--- config.mk ---
export PLATFORM = sky130hd
export DESIGN_NAME = kr_pcs_status_registers
export DESIGN_NICKNAME = d
export VERILOG_FILES = /design/src/hdl/kr_pcs_status_pkg.sv /design/src/hdl/kr_pcs_status_registers.sv /design/src/hdl/sat_clear_counter.sv
export SDC_FILE = /design/constraint.sdc
export NUM_CORES = 1
export LEC_CHECK = 0
export BUFFER_PORTS_ARGS = -buffer_cell sky130_fd_sc_hd__buf_2
export CORE_UTILIZATION = 40
export DETAILED_ROUTE_END_ITERATION = 8
export GPL_ROUTABILITY_DRIVEN = 0
export GPL_TIMING_DRIVEN = 0
export SYNTH_ARGS = -nofsm -noshare
export SYNTH_HDL_FRONTEND = slang
export SYNTH_SLANG_ARGS = --single-unit
export TNS_END_PERCENT = 10
--- constraint.sdc ---
create_clock -name clock_in -period 2.6 [get_ports clock_in]
set_input_delay 0.26 -clock clock_in [delete_from_list [all_inputs] [get_ports clock_in]]
set_output_delay 0.26 -clock clock_in [all_outputs]
set_load 0.02 [all_outputs]
--- src/hdl/kr_pcs_status_pkg.sv ---
// Constants for the KR PCS status and diagnostic register bank.
// Assumes a 16-bit management word and Clause 45 device addressing.
package kr_pcs_status_pkg;

  // Device address spaces
  localparam logic [4:0] DEVAD_PCS = 5'h03;
  localparam logic [4:0] DEVAD_VENDOR = 5'h1E;

  // Register offsets inside the PCS space
  localparam logic [15:0] OFF_PCS_STATUS_FIRST = 16'h0001;
  localparam logic [15:0] OFF_PCS_STATUS_SECOND = 16'h0008;
  localparam logic [15:0] OFF_KR_STATUS_FIRST = 16'h0020;
  localparam logic [15:0] OFF_KR_STATUS_SECOND = 16'h0021;
  localparam logic [15:0] OFF_SEED_A_WORD0 = 16'h0022;
  localparam logic [15:0] OFF_SEED_A_WORD1 = 16'h0023;
  // Errored-block count alias in the vendor space
  localparam logic [15:0] OFF_ERR_BLOCK_ALIAS = 16'h0010;

  // Values after reset
  localparam logic [15:0] RST_PCS_STATUS_FIRST = 16'h0002;
  localparam logic [15:0] RST_PCS_STATUS_SECOND = 16'h8001;
  localparam logic [15:0] RST_KR_STATUS_FIRST = 16'h0004;
  localparam logic [15:0] RST_KR_STATUS_SECOND = 16'h0000;
  localparam logic [15:0] RST_SEED_WORD = 16'h0000;

  // Read data when nothing answers (idle line reads high)
  localparam logic [15:0] NO_ANSWER_DATA = 16'hFFFF;

  // First PCS status register fields
  localparam int BIT_FAULT_SUMMARY = 7;
  localparam int BIT_RECEIVE_LINK_LATCHED = 2;
  localparam int BIT_LOW_POWER_SUPPORTED = 1;

  // Second PCS status register fields
  localparam int BIT_DEVICE_RESPONDING_HI = 15;
  localparam int BIT_DEVICE_RESPONDING_LO = 14;
  localparam logic [1:0] DEVICE_RESPONDING_CODE = 2'h2;
  localparam int BIT_TRANSMIT_FAULT_LATCHED = 11;
  localparam int BIT_RECEIVE_FAULT_LATCHED = 10;
  localparam int BIT_BASE_R_TYPE_SUPPORTED = 0;

  // First KR PCS status register fields
  localparam int BIT_RECEIVE_LINK_LIVE = 12;
  localparam int BIT_PRBS_TESTING_SUPPORTED = 2;
  localparam int BIT_HIGH_ERROR_RATE_LIVE = 1;
  localparam int BIT_BLOCK_LOCK_LIVE = 0;

  // Second KR PCS status register fields
  localparam int BIT_BLOCK_LOCK_LATCHED = 15;
  localparam int BIT_HIGH_ERROR_RATE_LATCHED = 14;
  localparam int BAD_HEADER_COUNT_LSB = 8;
  localparam int BAD_HEADER_COUNT_WIDTH = 6;
  localparam int ERRORED_BLOCK_COUNT_LSB = 0;
  localparam int ERRORED_BLOCK_COUNT_WIDTH = 8;

  // Register selection produced by the address decode
  typedef enum logic [2:0]
  {
    SEL_NONE,
    SEL_PCS_STATUS_FIRST,
    SEL_PCS_STATUS_SECOND,
    SEL_KR_STATUS_FIRST,
    SEL_KR_STATUS_SECOND,
    SEL_SEED_A_WORD0,
    SEL_SEED_A_WORD1,
    SEL_ERR_BLOCK_ALIAS
  } reg_sel_t;

endpackage : kr_pcs_status_pkg

--- src/hdl/kr_pcs_status_registers.sv ---
// KR PCS status, diagnostic counters and pattern seed A low words.
// Assumes an MDIO front end that has already decoded Clause 45 frames
// into one-cycle read and write strobes with device and register address.
`timescale 1ns/1ps
`default_nettype none

module kr_pcs_status_registers #(
  parameter int BAD_HEADER_WIDTH = kr_pcs_status_pkg::BAD_HEADER_COUNT_WIDTH,
  parameter int ERR_BLOCK_WIDTH = kr_pcs_status_pkg::ERRORED_BLOCK_COUNT_WIDTH
) (
  input wire logic clock_in,
  input wire logic rst_n_in,
  input wire logic ce_in,
  input wire logic kr_mode_in,
  input wire logic mgmt_read_in,
  input wire logic mgmt_write_in,
  input wire logic [4:0] mgmt_devad_in,
  input wire logic [15:0] mgmt_addr_in,
  input wire logic [15:0] mgmt_wdata_in,
  input wire logic tx_fault_in,
  input wire logic rx_fault_in,
  input wire logic receive_link_in,
  input wire logic block_lock_in,
  input wire logic high_error_rate_in,
  input wire logic bad_header_entry_in,
  input wire logic rx_error_entry_in,
  output logic [15:0] mgmt_rdata_out,
  output logic mgmt_ack_out,
  output logic mgmt_hit_out,
  output logic [31:0] pattern_seed_a_out,
  output logic fault_summary_out
);

  // Field widths are fixed by the register layout
  if (BAD_HEADER_WIDTH != kr_pcs_status_pkg::BAD_HEADER_COUNT_WIDTH ||
      ERR_BLOCK_WIDTH != kr_pcs_status_pkg::ERRORED_BLOCK_COUNT_WIDTH)
  begin : g_width_refused
    $error("kr_pcs_status_registers: counter widths must be 6 and 8");
  end

  // Address decode from device address and register offset
  function automatic kr_pcs_status_pkg::reg_sel_t decode_reg(
    input logic [4:0] devad,
    input logic [15:0] addr
  );
    kr_pcs_status_pkg::reg_sel_t sel;
    sel = kr_pcs_status_pkg::SEL_NONE;
    if (devad == kr_pcs_status_pkg::DEVAD_PCS)
    begin
      case (addr)
        kr_pcs_status_pkg::OFF_PCS_STATUS_FIRST:
          sel = kr_pcs_status_pkg::SEL_PCS_STATUS_FIRST;
        kr_pcs_status_pkg::OFF_PCS_STATUS_SECOND:
          sel = kr_pcs_status_pkg::SEL_PCS_STATUS_SECOND;
        kr_pcs_status_pkg::OFF_KR_STATUS_FIRST:
          sel = kr_pcs_status_pkg::SEL_KR_STATUS_FIRST;
        kr_pcs_status_pkg::OFF_KR_STATUS_SECOND:
          sel = kr_pcs_status_pkg::SEL_KR_STATUS_SECOND;
        kr_pcs_status_pkg::OFF_SEED_A_WORD0:
          sel = kr_pcs_status_pkg::SEL_SEED_A_WORD0;
        kr_pcs_status_pkg::OFF_SEED_A_WORD1:
          sel = kr_pcs_status_pkg::SEL_SEED_A_WORD1;
        default:
          sel = kr_pcs_status_pkg::SEL_NONE;
      endcase
    end
    else if (devad == kr_pcs_status_pkg::DEVAD_VENDOR &&
             addr == kr_pcs_status_pkg::OFF_ERR_BLOCK_ALIAS)
    begin
      sel = kr_pcs_status_pkg::SEL_ERR_BLOCK_ALIAS;
    end
    return sel;
  endfunction : decode_reg

  kr_pcs_status_pkg::reg_sel_t sel;
  logic rd_go;
  logic wr_go;
  logic rd_status_second;
  logic rd_kr_second;
  logic rd_err_block;
  logic any_fault;

  // Accesses count only in KR mode
  assign sel = kr_mode_in ? decode_reg(mgmt_devad_in, mgmt_addr_in)
                          : kr_pcs_status_pkg::SEL_NONE;
  assign rd_go = mgmt_read_in;
  assign wr_go = mgmt_write_in && !mgmt_read_in;
  assign rd_status_second = rd_go &&
    (sel == kr_pcs_status_pkg::SEL_PCS_STATUS_SECOND);
  assign rd_kr_second = rd_go &&
    (sel == kr_pcs_status_pkg::SEL_KR_STATUS_SECOND);
  assign rd_err_block = rd_kr_second ||
    (rd_go && sel == kr_pcs_status_pkg::SEL_ERR_BLOCK_ALIAS);
  assign any_fault = tx_fault_in || rx_fault_in;

  logic fault_summary_r;
  logic receive_link_latched_r;
  logic transmit_fault_latched_r;
  logic receive_fault_latched_r;
  logic block_lock_latched_r;
  logic high_error_rate_latched_r;
  // Fault summary: new fault wins over the clearing read
  always_ff @(posedge clock_in or negedge rst_n_in)
  begin
    if (!rst_n_in)
    begin
      fault_summary_r <= 1'b0;
    end
    else if (ce_in)
    begin
      fault_summary_r <= any_fault |
        (fault_summary_r & !rd_status_second);
    end
  end

  // Latched-high fault bits of the second PCS status register
  always_ff @(posedge clock_in or negedge rst_n_in)
  begin
    if (!rst_n_in)
    begin
      transmit_fault_latched_r <= 1'b0;
      receive_fault_latched_r <= 1'b0;
    end
    else if (ce_in)
    begin
      transmit_fault_latched_r <= tx_fault_in |
        (transmit_fault_latched_r & !rd_status_second);
      receive_fault_latched_r <= rx_fault_in |
        (receive_fault_latched_r & !rd_status_second);
    end
  end

  // Latched-low receive link of the first PCS status register
  always_ff @(posedge clock_in or negedge rst_n_in)
  begin
    if (!rst_n_in)
    begin
      receive_link_latched_r <= 1'b0;
    end
    else if (ce_in)
    begin
      receive_link_latched_r <= receive_link_in &
        (receive_link_latched_r |
         (rd_go && sel == kr_pcs_status_pkg::SEL_PCS_STATUS_FIRST));
    end
  end

  // Latched copies of block lock and high error rate
  always_ff @(posedge clock_in or negedge rst_n_in)
  begin
    if (!rst_n_in)
    begin
      block_lock_latched_r <= 1'b0;
      high_error_rate_latched_r <= 1'b0;
    end
    else if (ce_in)
    begin
      block_lock_latched_r <= block_lock_in &
        (block_lock_latched_r | rd_kr_second);
      high_error_rate_latched_r <= high_error_rate_in |
        (high_error_rate_latched_r & !rd_kr_second);
    end
  end

  logic [BAD_HEADER_WIDTH-1:0] bad_header_entry_count;
  logic [ERR_BLOCK_WIDTH-1:0] errored_block_count;

  // Bad sync header state entry counter
  sat_clear_counter #(
    .WIDTH(BAD_HEADER_WIDTH)
  ) u_bad_header_count (
    .clock_in(clock_in),
    .rst_n_in(rst_n_in),
    .ce_in(ce_in),
    .event_in(bad_header_entry_in),
    .clear_in(rd_kr_second),
    .count_out(bad_header_entry_count)
  );

  // Errored block counter, shared by both read locations
  sat_clear_counter #(
    .WIDTH(ERR_BLOCK_WIDTH)
  ) u_errored_block_count (
    .clock_in(clock_in),
    .rst_n_in(rst_n_in),
    .ce_in(ce_in),
    .event_in(rx_error_entry_in),
    .clear_in(rd_err_block),
    .count_out(errored_block_count)
  );

  logic [15:0] seed_word0_r;
  logic [15:0] seed_word1_r;
  // Pattern seed A low words, written by the station
  always_ff @(posedge clock_in or negedge rst_n_in)
  begin
    if (!rst_n_in)
    begin
      seed_word0_r <= kr_pcs_status_pkg::RST_SEED_WORD;
      seed_word1_r <= kr_pcs_status_pkg::RST_SEED_WORD;
    end
    else if (ce_in && wr_go)
    begin
      if (sel == kr_pcs_status_pkg::SEL_SEED_A_WORD0)
        seed_word0_r <= mgmt_wdata_in;
      if (sel == kr_pcs_status_pkg::SEL_SEED_A_WORD1)
        seed_word1_r <= mgmt_wdata_in;
    end
  end

  logic [15:0] pcs_status_first;
  logic [15:0] pcs_status_second;
  logic [15:0] kr_pcs_status_first;
  logic [15:0] kr_pcs_status_second;
  // Read images; reserved bits read zero
  always_comb
  begin
    pcs_status_first = '0;
    pcs_status_first[kr_pcs_status_pkg::BIT_FAULT_SUMMARY] =
      fault_summary_r;
    pcs_status_first[kr_pcs_status_pkg::BIT_RECEIVE_LINK_LATCHED] =
      receive_link_latched_r;
    pcs_status_first[kr_pcs_status_pkg::BIT_LOW_POWER_SUPPORTED] =
      1'b1;
    pcs_status_second = '0;
    pcs_status_second[kr_pcs_status_pkg::BIT_DEVICE_RESPONDING_HI:
                      kr_pcs_status_pkg::BIT_DEVICE_RESPONDING_LO] =
      kr_pcs_status_pkg::DEVICE_RESPONDING_CODE;
    pcs_status_second[kr_pcs_status_pkg::BIT_TRANSMIT_FAULT_LATCHED] =
      transmit_fault_latched_r;
    pcs_status_second[kr_pcs_status_pkg::BIT_RECEIVE_FAULT_LATCHED] =
      receive_fault_latched_r;
    pcs_status_second[kr_pcs_status_pkg::BIT_BASE_R_TYPE_SUPPORTED] =
      1'b1;
    kr_pcs_status_first = '0;
    kr_pcs_status_first[kr_pcs_status_pkg::BIT_RECEIVE_LINK_LIVE] =
      receive_link_in;
    kr_pcs_status_first[kr_pcs_status_pkg::BIT_PRBS_TESTING_SUPPORTED] =
      1'b1;
    kr_pcs_status_first[kr_pcs_status_pkg::BIT_HIGH_ERROR_RATE_LIVE] =
      high_error_rate_in;
    kr_pcs_status_first[kr_pcs_status_pkg::BIT_BLOCK_LOCK_LIVE] =
      block_lock_in;
    kr_pcs_status_second = '0;
    kr_pcs_status_second[kr_pcs_status_pkg::BIT_BLOCK_LOCK_LATCHED] =
      block_lock_latched_r;
    kr_pcs_status_second[kr_pcs_status_pkg::BIT_HIGH_ERROR_RATE_LATCHED] =
      high_error_rate_latched_r;
    kr_pcs_status_second[kr_pcs_status_pkg::BAD_HEADER_COUNT_LSB +:
                         BAD_HEADER_WIDTH] = bad_header_entry_count;
    kr_pcs_status_second[kr_pcs_status_pkg::ERRORED_BLOCK_COUNT_LSB +:
                         ERR_BLOCK_WIDTH] = errored_block_count;
  end

  logic [15:0] rdata_nxt;

  // Read multiplexer; unmapped locations read the idle value
  always_comb
  begin
    rdata_nxt = kr_pcs_status_pkg::NO_ANSWER_DATA;
    case (sel)
      kr_pcs_status_pkg::SEL_PCS_STATUS_FIRST:
        rdata_nxt = pcs_status_first;
      kr_pcs_status_pkg::SEL_PCS_STATUS_SECOND:
        rdata_nxt = pcs_status_second;
      kr_pcs_status_pkg::SEL_KR_STATUS_FIRST:
        rdata_nxt = kr_pcs_status_first;
      kr_pcs_status_pkg::SEL_KR_STATUS_SECOND:
        rdata_nxt = kr_pcs_status_second;
      kr_pcs_status_pkg::SEL_SEED_A_WORD0:
        rdata_nxt = seed_word0_r;
      kr_pcs_status_pkg::SEL_SEED_A_WORD1:
        rdata_nxt = seed_word1_r;
      kr_pcs_status_pkg::SEL_ERR_BLOCK_ALIAS:
        rdata_nxt = 16'(errored_block_count);
      default:
        rdata_nxt = kr_pcs_status_pkg::NO_ANSWER_DATA;
    endcase
  end

  logic [15:0] rdata_r;
  logic ack_r;
  logic hit_r;

  // Answer register: one-cycle acknowledge after each strobe taken with ce_in high
  always_ff @(posedge clock_in or negedge rst_n_in)
  begin
    if (!rst_n_in)
    begin
      rdata_r <= '0;
      ack_r <= 1'b0;
      hit_r <= 1'b0;
    end
    else if (ce_in)
    begin
      ack_r <= rd_go || wr_go;
      hit_r <= (rd_go || wr_go) &&
               (sel != kr_pcs_status_pkg::SEL_NONE);
      if (rd_go)
        rdata_r <= rdata_nxt;
    end
  end

  assign mgmt_rdata_out = rdata_r;
  assign mgmt_ack_out = ack_r;
  assign mgmt_hit_out = hit_r;
  assign pattern_seed_a_out = {seed_word1_r, seed_word0_r};
  assign fault_summary_out = fault_summary_r;

endmodule : kr_pcs_status_registers

`default_nettype wire

--- src/hdl/sat_clear_counter.sv ---
// Saturating event counter that clears when its owner reads it.
// Assumes event and clear are single-cycle strobes on clock_in.
`timescale 1ns/1ps
`default_nettype none

module sat_clear_counter #(
  parameter int WIDTH = 8
) (
  input wire logic clock_in,
  input wire logic rst_n_in,
  input wire logic ce_in,
  input wire logic event_in,
  input wire logic clear_in,
  output logic [WIDTH-1:0] count_out
);

  // Refuse widths the counter cannot serve
  initial
  begin
    if (WIDTH < 1 || WIDTH > 16)
    begin
      $error("sat_clear_counter: WIDTH must lie in 1..16");
    end
  end

  logic [WIDTH-1:0] count_r;
  logic [WIDTH-1:0] count_nxt;
  logic at_max;

  assign at_max = &count_r;

  // Next count: an event in the clearing cycle counts as one
  always_comb
  begin
    count_nxt = count_r;
    if (clear_in)
    begin
      count_nxt = event_in ? WIDTH'(1) : '0;
    end
    else if (event_in && !at_max)
    begin
      count_nxt = count_r + WIDTH'(1);
    end
  end

  // Count register
  always_ff @(posedge clock_in or negedge rst_n_in)
  begin
    if (!rst_n_in)
    begin
      count_r <= '0;
    end
    else if (ce_in)
    begin
      count_r <= count_nxt;
    end
  end

  assign count_out = count_r;

endmodule : sat_clear_counter

`default_nettype wire

==> results.md <==
* Status: finished, violations left
* Failing checks: design-rule violations
* Worst Path Arrival at roughly 2.6 ns
* Min cycle time layout at ~2.3 ns
* Setup violations, final at 0
* CTS tree: built
* Number of max-cap violations at 0
* Critical-path maximum fanout at 10
* RSZ-0062 raised after global routing: false
* Crit start category: input pin
* Maximum root-to-sink buffer count at 2
* Hold_ws at 0.124 ns
* I/O pins at 101
* CTS resizes at 0
* Layout area overhead at 24.2%
* Core area at between 8000 and 9000 um^2
* Cells after Synth at around 340
* Sink Count at 70
* Ys Warns at 0
* DRT iter0 DRCs at about 190
* Clock Skews at 0.0113 ns
* CP Capture Type: flip-flop
* H-tree levels at 3
* Crit-path slowest cell: nor4_2
* Grt ovf at 0
* Setup WS pre-CTS at -0.0906 ns
* IO Port Bufs at 100
* Total routed wirelength at approximately 10000 um
* Most frequent CP cell: buf_2
* Asr flop ratio synth at between 90% and 100%
* First-pass GRT wire length at 16500 um
* Syn_area_per_cell at between 10 and 15 um^2
* Hold Crit Class: in2reg
* Primary FF master, synth: dfrtp_1
* Overall Global Routing Usage at between 20 and 25%
* Rel. slew slack at between 40 and 50%
* Crit path cell chain: buf_2, nor4_4, nand4_1, o21a_1, buf_6, nor4_2, buf_2, a221oi_1, a21oi_1
* Die Ht at 98.4 um
* Vias at between 3000 and 4000
* Wire per inst at 18.4 um
* Peak per-stage delay on the critical path at about 0.56 ns
* Final WS setup at about 0.26 ns
* Vias in the first global route at around 3100
* Post-DP HPWL at ~7600 um
* CTS Root Cell: clkbuf_8
* Post-synth EDFFs at 0
* Initial antenna violation count at 0
* Number of remaining DRC errors at 1
* Most common cell after layout, fill and taps aside: buf_2
* FP Rows at 34
* Net Count, Synth at 394
* Antenna-violating nets left at 0
* Total die area at 9690 um^2
* Power density cells at between 500 and 600 nW/um^2
* Synth Cell Area at 3720 um^2
* TritonCTS buffer count at 9
* Slew Viols, Final at 0
* Final cycle utilization of the critical path at between 80% and 90%
* Initial Utilization at between 40 and 50%
* Final Hold Fails at 0
* Worst setup path class: in2reg
* Worst slew pin tran at between 0.8 and 0.9 ns
* Antenna Cells at 0
* Highest-count cells in the layout ignoring fill and taps: buf_2 (106), dfrtp_1 (70), nor2_1 (29)
* Vias/cell at about 5.7
* Pleak at 2.20 nW
* Post-synthesis sequential area ratio at between 40% and 50%
* Clock Latency Late Sink at 0.36 ns
* Maximum VDD drop at about 380 uV
* Share of cells above drive strength 1 at roughly 36%
* Synthesized flop and latch total at 70
* Unique cell type count in the Yosys netlist at 67
* Fmax at around 0.43 GHz
* Drt first pass iters at 9
* Die width at approximately 98 um
* Clock Pin Slew Worst Setup and Hold Paths at ~0.08 ns
* CP Data Required Time at approximately 2.9 ns
* NumNets Final at between 500 and 600
* Pin count of the biggest net entering global routing at 71
-- final cells by class --
class                           count  area, um^2
Sequential cell                    70        1750
Tap cell                          108         135
Clock inverter                      5        82.6
Fill cell                         853        4230
Clock buffer                       11         141
Multi-Input combinational cell    251        1870
Timing Repair Buffer              102         541
Inverter                            7        26.3
Buffer                             14        76.3
-- worst paths after layout --
path,start,to,slack (ns),depth (start not counted)
worst max register to register,u_bad_header_count.count_out[0],u_bad_header_count.count_out[5],0.55,7
worst min-delay path,mgmt_wdata_in[8],seed_word1_r[8],0.12,2
min in group asynchronous,rst_n_in,u_errored_block_count.count_out[2],0.45,3
worst max-delay path,mgmt_addr_in[10],mgmt_rdata_out[5],0.26,9
max in group asynchronous,rst_n_in,seed_word1_r[5],1.87,3
worst min register to register,block_lock_latched_r,block_lock_latched_r,0.50,1
-- where the power goes --
| part | internal, W | total, W | switching [W] |
|---|---|---|---|
| Sequential | 0.00116 | 0.00126 | 0.0000976 |
| Combinational | 0.000136 | 0.000321 | 0.000185 |
| Clock | 0.000569 | 0.00101 | 0.000443 |
-- cell families after synthesis --
kind of cell,after synthesis,share of synthesized area (%)
simple gates,124,20.5
fa+ha+maj,2,0.673
flops,70,47.1
mux,34,11.3
compound gates,86,16.5
xor+xnor,5,1.18
buf+inv,21,2.76
-- critical path: cells and delay by family --
family / cells / cell delay (ns)
compound gates: 3 / 0.58
buf+inv: 3 / 0.61
simple gates: 3 / 1.16
-- timing repair --
action / CTS / global route
setup endpoints to repair: 0 / 0
hold buffers: 1 / 0
hold endpoints to repair: 70 / 0
buffers inserted: 0 / 0
-- state kept, by name, indices dropped and copies added (netlist names) --
register and count:
fault_summary_out 1, block_lock_latched_r 1, receive_link_latched_r 1, mgmt_hit_out 1
receive_fault_latched_r 1, mgmt_rdata_out 16, mgmt_ack_out 1, u_errored_block_count.count_out 8
seed_word0_r 16, u_bad_header_count.count_out 6, seed_word1_r 16, transmit_fault_latched_r 1
high_error_rate_latched_r 1
-- per-stage QoR --
step | power [W] | instances | util, % | cell area (um^2) | TNS, ns
after CTS | 0.00261 | 568 | 52.2 | 4620 | 0
after global placement | 0.00159 | 550 | 49.2 | 4360 | -0.770
after global routing | 0.00270 | 568 | 52.2 | 4620 | 0
final | 0.00259 | 568 | 52.2 | 4620 | 0
after floorplan | 0.00144 | 342 | - | 3720 | 0
after detailed placement | 0.00160 | 551 | 49.6 | 4390 | -0.830
-- metal layers --
layer	track usage [%]	up-vias	wire length, um
li1	-	1529	-
met1	29.8	1619	4660
met2	35.7	99	4940
met3	5.82	14	645
met4	7.23	0	194
met5	0	-	0
-- cell usage after synthesis, drive strengths merged (3+ instances only) --
cell type / instances / area share (%)
a31oi: 3 / 0.50
a221oi: 13 / 3.1
mux2: 33 / 11
and2: 6 / 1.0
nor4: 6 / 2.6
nand4: 10 / 2.1
nand2: 29 / 3.1
xor2: 4 / 0.94
a2111o: 3 / 0.91
and3: 3 / 0.50
dfrtp: 70 / 47
o21ai: 15 / 2.0
a21oi: 21 / 2.9
nand3b: 4 / 0.81
nand3: 10 / 1.3
nor4b: 3 / 1.0
nor2: 29 / 2.9
clkbuf: 5 / 0.50
nand2b: 5 / 0.84
inv: 7 / 0.71
and4: 3 / 0.71
o31ai: 6 / 1.3
buf: 9 / 1.5
nor3: 6 / 0.94
(Power assumes the default switching activity.)
